<file path="config.mk">
export PLATFORM = sky130hd
export DESIGN_NAME = crtc_top
export DESIGN_NICKNAME = d
export VERILOG_FILES = /design/src/verilog/crtc_pkg.sv /design/src/verilog/crtc_top.sv
export SDC_FILE = /design/constraint.sdc
export NUM_CORES = 1
export LEC_CHECK = 0
export BUFFER_PORTS_ARGS = -buffer_cell sky130_fd_sc_hd__buf_2
export CORE_AREA = 2 2 86 149
export DETAILED_ROUTE_END_ITERATION = 7
export DIE_AREA = 0 0 88 151
export PLACE_DENSITY = 0.68
export SLEW_MARGIN = 40
export SYNTH_ARGS = -nofsm -noshare
export SYNTH_HDL_FRONTEND = slang
export SYNTH_SLANG_ARGS = --single-unit
</file>
<file path="constraint.sdc">
create_clock -name pclk -period 3.1 [get_ports pclk]
set_clock_uncertainty 0.15 [all_clocks]
set_input_delay 0.465 -clock pclk [delete_from_list [all_inputs] [get_ports pclk]]
set_output_delay 0.465 -clock pclk [all_outputs]
set_load 0.02 [all_outputs]
</file>
<file path="src/verilog/crtc_pkg.sv">
`default_nettype none
package crtc_pkg;

   // Timing of the calendar quarter-second base at the 100 MHz bus clock
   localparam int unsigned CLK_KHZ     = 100000;
   localparam int unsigned QUARTER_MS  = 250;
   localparam int unsigned QUARTER_CYC = QUARTER_MS * CLK_KHZ;
   localparam int unsigned QCNT_W      = 25;

   // Register byte offsets
   localparam logic [7:0] OFF_SEC  = 8'h00;
   localparam logic [7:0] OFF_MIN  = 8'h04;
   localparam logic [7:0] OFF_HR   = 8'h08;
   localparam logic [7:0] OFF_WK   = 8'h0C;
   localparam logic [7:0] OFF_CC1  = 8'h10;
   localparam logic [7:0] OFF_CC2  = 8'h14;
   localparam logic [7:0] OFF_CSS  = 8'h18;
   localparam logic [7:0] OFF_FLG  = 8'h1C;
   localparam logic [7:0] OFF_IE1  = 8'h20;
   localparam logic [7:0] OFF_CLR  = 8'h24;

   // clock_control_one bits
   localparam int CC1_RUN = 0;
   localparam int CC1_H24 = 1;
   localparam int CC1_RST = 2;

   // Event, flag and enable bit positions (same layout everywhere)
   localparam int FLG_QTR  = 0;
   localparam int FLG_HALF = 1;
   localparam int FLG_SEC  = 2;
   localparam int FLG_MIN  = 3;
   localparam int FLG_HOUR = 4;
   localparam int FLG_DAY  = 5;
   localparam int FLG_WEEK = 6;
   localparam int FLG_OVF  = 7;

   // clock_source_select fields
   localparam int CSS_SRC_LO = 0;
   localparam int CSS_CKO_LO = 4;
   localparam int CSS_CKO_EN = 6;
   localparam logic [1:0] SRC_WATCH = 2'h0;

   localparam int IE1_CLK = 0;

   // Counter limits and reset values
   localparam logic [7:0] SEC_MAX  = 8'h59;
   localparam logic [7:0] MIN_MAX  = 8'h59;
   localparam logic [7:0] HR12_MAX = 8'h11;
   localparam logic [7:0] HR24_MAX = 8'h23;
   localparam logic [2:0] WK_MAX   = 3'h6;
   localparam logic [7:0] FRC_MAX  = 8'hFF;
   localparam logic [7:0] ZERO8    = 8'h00;
   localparam logic [3:0] BCD_NINE = 4'h9;

   typedef struct packed {
      logic [7:0]        sec;
      logic [7:0]        min;
      logic [7:0]        hr;
      logic [2:0]        wk;
      logic              run;
      logic              h24;
      logic [7:0]        ctl2;
      logic [6:0]        css;
      logic [7:0]        flags;
      logic              ie1;
      logic [QCNT_W-1:0] qcnt;
      logic [1:0]        qph;
      logic [7:0]        pre;
      logic              lsm_m;
      logic              lsm_s;
      logic [31:0]       rdata;
      logic              ready;
      logic              slverr;
      logic              irq;
      logic              cko;
   } crtc_state_t;

   // Returns {wrap, next} for a BCD count that wraps after max
   function automatic logic [8:0] crtc_bcd_inc(input logic [7:0] v, input logic [7:0] max);
      logic [8:0] r;
      r = {1'b0, v[7:4], v[3:0] + 4'h1};
      if (v == max) begin
         r = {1'b1, ZERO8};
      end else if (v[3:0] == BCD_NINE) begin
         r = {1'b0, v[7:4] + 4'h1, 4'h0};
      end
      return r;
   endfunction

   // Prescaler mask for the free-running count rate: pclk/4, /16, /64
   function automatic logic [7:0] crtc_frc_mask(input logic [1:0] src);
      logic [7:0] m;
      m = 8'h03;
      unique case (src)
         2'h1: m = 8'h03;
         2'h2: m = 8'h0F;
         2'h3: m = 8'h3F;
         default: m = 8'h03;
      endcase
      return m;
   endfunction

   // Half-period mask for the clock output: pclk/32, /16, /8, /4
   function automatic logic [7:0] crtc_cko_mask(input logic [1:0] sel);
      logic [7:0] m;
      m = 8'h0F;
      unique case (sel)
         2'h0: m = 8'h0F;
         2'h1: m = 8'h07;
         2'h2: m = 8'h03;
         2'h3: m = 8'h01;
      endcase
      return m;
   endfunction

endpackage
`default_nettype wire

</file>
<file path="src/verilog/crtc_top.sv">
`timescale 1ns/1ps
`default_nettype none
module crtc_top #(
   parameter int unsigned QUARTER_CYCLES = crtc_pkg::QUARTER_CYC
) (
   input  wire logic        pclk,
   input  wire logic        presetn,
   input  wire logic        psel,
   input  wire logic        penable,
   input  wire logic        pwrite,
   input  wire logic [7:0]  paddr,
   input  wire logic [31:0] pwdata,
   input  wire logic        low_speed_mode,
   output logic      [31:0] prdata,
   output logic             pready,
   output logic             pslverr,
   output logic             irq,
   output logic             clk_out
);

   localparam int                          QW        = crtc_pkg::QCNT_W;
   localparam logic [crtc_pkg::QCNT_W-1:0] QCNT_LAST = QW'(QUARTER_CYCLES - 1);

   crtc_pkg::crtc_state_t q;
   crtc_pkg::crtc_state_t d;

   logic       calendar;
   logic       qtick;
   logic       frc_tick;
   logic       fire;
   logic       wr;
   logic       setup;
   logic       mapped;
   logic [7:0] ev;
   logic [7:0] clr;
   logic [8:0] s_inc;
   logic [8:0] m_inc;
   logic [8:0] h_inc;
   logic [1:0] src;

   always_comb begin
      d        = q;
      ev       = crtc_pkg::ZERO8;
      clr      = crtc_pkg::ZERO8;
      src      = q.css[crtc_pkg::CSS_SRC_LO +: 2];
      calendar = (src == crtc_pkg::SRC_WATCH);
      setup    = psel & ~penable;
      fire     = psel & penable & q.ready;
      wr       = fire & pwrite;
      qtick    = calendar & q.run & (q.qcnt == QCNT_LAST);
      // free count gated by run, halts in low speed
      frc_tick = ~calendar & q.run & ~q.lsm_s & ((q.pre & crtc_pkg::crtc_frc_mask(src)) == crtc_pkg::ZERO8);
      s_inc    = crtc_pkg::crtc_bcd_inc(q.sec, crtc_pkg::SEC_MAX);
      m_inc    = crtc_pkg::crtc_bcd_inc(q.min, crtc_pkg::MIN_MAX);
      h_inc    = crtc_pkg::crtc_bcd_inc(q.hr, q.h24 ? crtc_pkg::HR24_MAX : crtc_pkg::HR12_MAX);

      d.lsm_m = low_speed_mode;
      d.lsm_s = q.lsm_m;
      d.pre   = q.pre + 8'h01;

      // Quarter-second base; calendar keeps running in low speed
      if (calendar & q.run) begin
         d.qcnt = qtick ? '0 : q.qcnt + QW'(1);
      end

      if (qtick) begin
         ev[crtc_pkg::FLG_QTR] = 1'b1;
         d.qph = q.qph + 2'h1;
         if (q.qph[0]) begin
            ev[crtc_pkg::FLG_HALF] = 1'b1;
         end
         if (q.qph == 2'h3) begin
            ev[crtc_pkg::FLG_SEC] = 1'b1;
            d.sec = s_inc[7:0];
            if (s_inc[8]) begin
               ev[crtc_pkg::FLG_MIN] = 1'b1;
               d.min = m_inc[7:0];
               if (m_inc[8]) begin
                  ev[crtc_pkg::FLG_HOUR] = 1'b1;
                  d.hr = h_inc[7:0];
                  if (h_inc[8]) begin
                     ev[crtc_pkg::FLG_DAY] = 1'b1;
                     if (q.wk >= crtc_pkg::WK_MAX) begin
                        d.wk = 3'h0;
                        ev[crtc_pkg::FLG_WEEK] = 1'b1;
                     end else begin
                        d.wk = q.wk + 3'h1;
                     end
                  end
               end
            end
         end
      end

      if (frc_tick) begin
         d.sec = q.sec + 8'h01;
         if (q.sec == crtc_pkg::FRC_MAX) begin
            ev[crtc_pkg::FLG_OVF] = 1'b1;
         end
      end

      // Register writes land at the access edge
      if (wr) begin
         unique case (paddr)
            crtc_pkg::OFF_SEC: d.sec = pwdata[7:0];
            crtc_pkg::OFF_MIN: d.min = pwdata[7:0];
            crtc_pkg::OFF_HR:  d.hr = pwdata[7:0];
            crtc_pkg::OFF_WK:  d.wk = pwdata[2:0];
            crtc_pkg::OFF_CC1: begin
               d.run = pwdata[crtc_pkg::CC1_RUN];
               d.h24 = pwdata[crtc_pkg::CC1_H24];
               if (pwdata[crtc_pkg::CC1_RST]) begin
                  d.sec  = crtc_pkg::ZERO8;
                  d.min  = crtc_pkg::ZERO8;
                  d.hr   = crtc_pkg::ZERO8;
                  d.wk   = 3'h0;
                  d.qcnt = '0;
                  d.qph  = 2'h0;
               end
            end
            crtc_pkg::OFF_CC2: d.ctl2 = pwdata[7:0];
            crtc_pkg::OFF_CSS: d.css = pwdata[6:0];
            crtc_pkg::OFF_FLG: clr = ~pwdata[7:0];
            crtc_pkg::OFF_IE1: d.ie1 = pwdata[crtc_pkg::IE1_CLK];
            crtc_pkg::OFF_CLR: clr = pwdata[7:0];
            default: clr = crtc_pkg::ZERO8;
         endcase
      end

      // enabled events set sticky flags; set beats clear
      d.flags = (q.flags & ~clr) | (ev & q.ctl2);
      d.irq = d.ie1 & ((d.flags & d.ctl2) != crtc_pkg::ZERO8);

      // divided clock, off in low-speed mode
      if (q.css[crtc_pkg::CSS_CKO_EN] & ~q.lsm_s) begin
         if ((q.pre & crtc_pkg::crtc_cko_mask(q.css[crtc_pkg::CSS_CKO_LO +: 2])) ==
             crtc_pkg::crtc_cko_mask(q.css[crtc_pkg::CSS_CKO_LO +: 2])) begin
            d.cko = ~q.cko;
         end
      end else begin
         d.cko = 1'b0;
      end

      // APB: answer with no wait state, data prepared in setup
      mapped = (paddr <= crtc_pkg::OFF_CLR) & (paddr[1:0] == 2'h0);
      d.ready  = setup;
      d.slverr = setup & ~mapped;
      d.rdata  = 32'h0000_0000;
      if (setup & ~pwrite) begin
         unique case (paddr)
            crtc_pkg::OFF_SEC: d.rdata = {24'h00_0000, q.sec};
            crtc_pkg::OFF_MIN: d.rdata = {24'h00_0000, q.min};
            crtc_pkg::OFF_HR:  d.rdata = {24'h00_0000, q.hr};
            crtc_pkg::OFF_WK:  d.rdata = {29'h0000_0000, q.wk};
            crtc_pkg::OFF_CC1: d.rdata = {30'h0000_0000, q.h24, q.run};
            crtc_pkg::OFF_CC2: d.rdata = {24'h00_0000, q.ctl2};
            crtc_pkg::OFF_CSS: d.rdata = {25'h000_0000, q.css};
            crtc_pkg::OFF_FLG: d.rdata = {24'h00_0000, q.flags};
            crtc_pkg::OFF_IE1: d.rdata = {31'h0000_0000, q.ie1};
            default: d.rdata = 32'h0000_0000;
         endcase
      end
   end

   always_ff @(posedge pclk or negedge presetn) begin
      if (!presetn) begin
         q <= '0;
      end else begin
         q <= d;
      end
   end

   assign prdata  = q.rdata;
   assign pready  = q.ready;
   assign pslverr = q.slverr;
   assign irq     = q.irq;
   assign clk_out = q.cko;
endmodule
`default_nettype wire

</file>
* After elaboration in Yosys (flattened, before gate mapping)
Index checks and enable logic that the tools add are counted.
** Word-level totals
- Word-level logic and storage cells :: 142
- Flip-flop bits (word level) :: 126
- Input port bits :: 46
- Output and inout port bits :: 36
** Operators by class
- Reductions and logical operators :: 8
- Mux-type cells :: 48
- Equality and inequality tests :: 25
- Bitwise gates (word level) :: 28
- Order comparisons :: 2
- Add/sub/neg operators :: 11
** Operators by type and width (count)
- $mux 27 :: 5
- $pmux 8 s9 :: 1
- $mux 8 :: 8
- $pmux 8 s2 :: 4
- $mux 25 :: 2
- $mux 44 :: 1
- $and 8x8->8 :: 5
- $eq 8x5->1 const B :: 4
- $pmux 8 s4 :: 1
- $mux 28 :: 1
- $mux 9 :: 3
- $add 25x1->25 const B :: 1
- $eq 25x25->1 const B :: 1
- $add 4x1->4 const B :: 6
- $mux 19 :: 1
- $add 8x1->8 const B :: 2
- $eq 8x4->1 const B :: 2
- $eq 8x6->1 const B :: 2
- $eq 8x7->1 const B :: 2
- $logic_not 8->1 :: 2
- $not 8->8 :: 2
- $and 1x1->1 :: 14
- $mux 7 :: 2
- $eq 4x4->1 const B :: 3
- 25 further kinds :: 47

* Logic depth before layout (Yosys ltp)
- Depth after elaboration :: 15
- Depth in mapped cells :: 12
- Mapped depth without buffers :: 11

* Worst setup path before layout
No wires, ideal clock.
- Path type :: reg2reg
- Start point :: register q[83] (netlist bit)
- End point :: register q (netlist bit irq)
- Arrival time :: 2.548 ns
- Setup time :: 0.088 ns
- Slack :: 0.314 ns
- Stages on the path, launching flop included :: 12
- Buffers on the path :: 1
- Cells stage by stage :: dfrtp_1 or3b_4 or4_1 or2_1 clkbuf_1 inv_2 ha_1 a22o_1 a21o_1 a22o_1 a221oi_1 a41oi_1
** RTL lines
- from (decl) :: RTL line crtc_top.sv:24 : crtc_pkg::crtc_state_t q;
- from (signal assigned) :: RTL line crtc_top.sv:167 : q <= '0;
- from (signal assigned) :: RTL line crtc_top.sv:169 : q <= d;

==> run summary <==
Data arrival, critical path - 3.07 ns
Post-Synthesis Cells - 616
Number of global-route vias before repair - 4,848
Main combinational cell family by area after synthesis - simple AND/OR/NAND/NOR gates
Status - completed
Vias - 4,807
Die Span X - 88 microns
ANT nets after route - 0
R2r startpoint - q[83]$_DFFE_PN0P_
Mapped cell area - 5779 sq um
Synth warnings - 0
Final net count - 730
Skew-Pair Late Insertion Delay - 0.35 ns
Highest clock rate - 335.0 MHz
Post-Synth Adder-Cell Area - 3.897%
Critical-path maximum fanout - 3
Core box area - 12,000 sq um
Count of cell types in the netlist - 60
Syn avg cell area - 9.382 sq um
Clk sinks - 100
Total grt overflow - 0
Routability congestion estimate - 0.9187
Critical Path Most Common Cell - a22o_1
WL final - 15,480 microns
R2R Path End - irq$_DFF_PN0_
Worst slew pin tran - 0.7373 ns
N_diodes - 0
CTS max path bufs - 2
Tot GR Track Use - 24.56%
Hpwl dp - 11,790 microns
Synth Area in XOR/XNOR - 5.456%
Startpoint Class - flop
Pleak - 2.890 nW
PD cells - 405.0 nW/um^2
Post-synthesis simple-gate area fraction - 21.15%
Crit. End Element - flop
Root Driver - clkbuf_16
Synth area leaders - dfrtp_1 (43%), nand2_1 (4.5%), buf_4 (4.2%)
IO Port Bufs - 33
Largest net degree at the start of global routing - 62
Main synth FF type - dfrtp_1
Via density - 5.750
CTS buffer count - 9
Post-CTS setup buffers - 0
Area leader, netlist - dfrtp_1
Max cap viols - 0
Hold Path End - d[36]$_DFF_PN0_
Maximum VDD drop - 0.2710 mV
Crit-path cells - or3b_4 > or4_1 > or2_1 > inv_2 > ha_1 > a22o_1 > a21o_1 > a22o_1 > a221oi_1 > buf_4 > a41oi_1
Share of the synthesized area in the top cell type - 43.30%
WP buf/inv - 2
H-Tree Depth - 3
Slowest-stage cell, CP - or4_1
Final period util - 96.30%
FF+latch count, synth - 100
Post-synth EDFFs - 0
Worst slew margin - 50.66%
Asr flop ratio synth - 100.0%
Initial antenna violation count - 0
Synth-to-Final Area Change - 12.77%
RSZ-0062 raised after global routing - no
Slew Limit Fails - 0
Synth top cells by count - dfrtp_1 (100), nand2_1 (69), nor2_1 (44), buf_4 (32), o21ai_1 (24)
CTS clk-pin slew, worst paths - 0.07 ns
Count of final setup violators - 0
Drt drc - 0
Die area - 13,290 sq um
Starting Density - 48.15%
CP top delay family - simple AND/OR/NAND/NOR gates
Hold Startpoint - low_speed_mode
Share of post-route cells with drive strength above 1 - 17.14%
TritonCTS clock tree - done
Final hold viol count - 0
Reg2reg path depth - 11
Wire length per cell - 18.51 microns
FP Rows - 53
Ports - 82
First-pass GRT wire length - 24,630 microns
Kind of critical path - reg -> reg
Place WS - 0.03434 ns
WP data required - 3.18 ns
HP Class - in -> reg
Setup_tns - 0 ns
Final worst path period need - 2.985 ns
Filler cell count - 1,065
Flop2flop setup slack - 0.11 ns
First drt pass iteration count - 5
Slowest stage delay, CP - 0.59 ns
DRT iter0 DRCs - 354
Die Height - 151 microns
Mux share of post-synthesis cell area - 4.525%
Most frequent cell after synthesis - dfrtp_1
Hold depth - 1
Seq/Total Area, Yosys - 43.30%
Complex-gate fraction of the synthesized area - 14.61%
Post-route setup slack - 0.1147 ns
[cell families after synthesis]
group,count (synthesis)
mux,24
fa+ha+maj,18
simple gates,232
compound gates,132
other cells,1
xor+xnor,36
flops,100
buf+inv,73
[worst max-delay path by stage]
stage,endpoint,from,cells past startpoint,slack (ns)
2_1_floorplan,irq$_DFF_PN0_,q[83]$_DFFE_PN0P_,11,0.31
3_3_place_gp,irq$_DFF_PN0_,paddr[5],8,0.09
3_5_place_dp,irq$_DFF_PN0_,paddr[5],8,0.03
4_1_cts,irq$_DFF_PN0_,q[83]$_DFFE_PN0P_,11,0.13
5_1_grt,irq$_DFF_PN0_,q[83]$_DFFE_PN0P_,11,0.01
6_report,irq$_DFF_PN0_,q[83]$_DFFE_PN0P_,11,0.11
[per-stage QoR]
step	hold slack (ns)	cell area [sq um]	std cells	util (%)	total power, mW
global route	0.06151	6518	836	54.30	2.742
detailed placement	0.1864	6197	819	51.63	1.489
floorplan	0.01941	5866	639	-	1.434
finish	0.07324	6518	836	54.30	2.640
CTS	0.06535	6504	835	54.19	2.660
global placement	0.1835	6197	819	51.63	1.485
[sequential cells by signal, summed over array words and instances, names as in the netlist]
register  cells
clk_out       1
d             1
irq           1
prdata        8
pready        1
pslverr       1
q            87
[worst register-to-register path: stages (launching register included)]
cell and delay [ns]:
dfrtp_1 0.39, or3b_4 0.40, or4_1 0.59, or2_1 0.28
inv_2 0.07, ha_1 0.14, a22o_1 0.13, a21o_1 0.11
a22o_1 0.14, a221oi_1 0.05, buf_4 0.15, a41oi_1 0.26
[cell type report]
cell class,count,area (sq um),share of cell area [%]
tap,165,206.4,3.168
sequential,100,2502,38.40
clock buffer,9,225.2,3.456
timing repair buffer,72,479.2,7.353
clock inverter,7,81.33,1.248
multi-input combinational,466,2959,45.40
inverter,17,63.81,0.9791
[layer usage]
layer | share of wire, % | up-vias | track usage [%]
li1 | - | 2244 | -
met1 | 36 | 2301 | 25.72
met2 | 52 | 198 | 43.30
met3 | 4.9 | 64 | 4.959
met4 | 7.0 | 0 | 16.23
met5 | 0 | - | 0
[what timing repair did]
| action | CTS | global route |
|---|---|---|
| hold endpoints to repair | 0 | 44 |
| resized for setup | 0 | 0 |
| hold buffers | 0 | 1 |
[power by group]
group | leakage [nW] | switching [mW] | internal [mW] | total [mW]
combinational | 1.47 | 0.102 | 0.0373 | 0.139
sequential | 1.27 | 0.0116 | 1.31 | 1.33
clock | 0.153 | 0.534 | 0.641 | 1.17
[placed cells by master, fill, tap and decap left out, types with 4 or more instances in the layout]
cell and count:
a22o_1 10, nor4_1 5, and2_1 6, o21ai_0 21
a21oi_1 22, and4_1 4, buf_4 37, nor2_1 44
dfrtp_1 100, buf_2 32, inv_1 16, nand3_1 16
conb_1 24, nand2b_1 8, mux2_2 17, nand4_1 13
xnor2_1 17, nor3b_1 4, clkbuf_16 9, a22oi_1 19
nor3_1 15, o21ai_1 24, xor2_1 19, nand2_1 69
and3_1 14, ha_1 18, mux2i_1 7, a31oi_1 12
nor2b_1 6, or3_1 5
(Power assumes the default switching activity.)
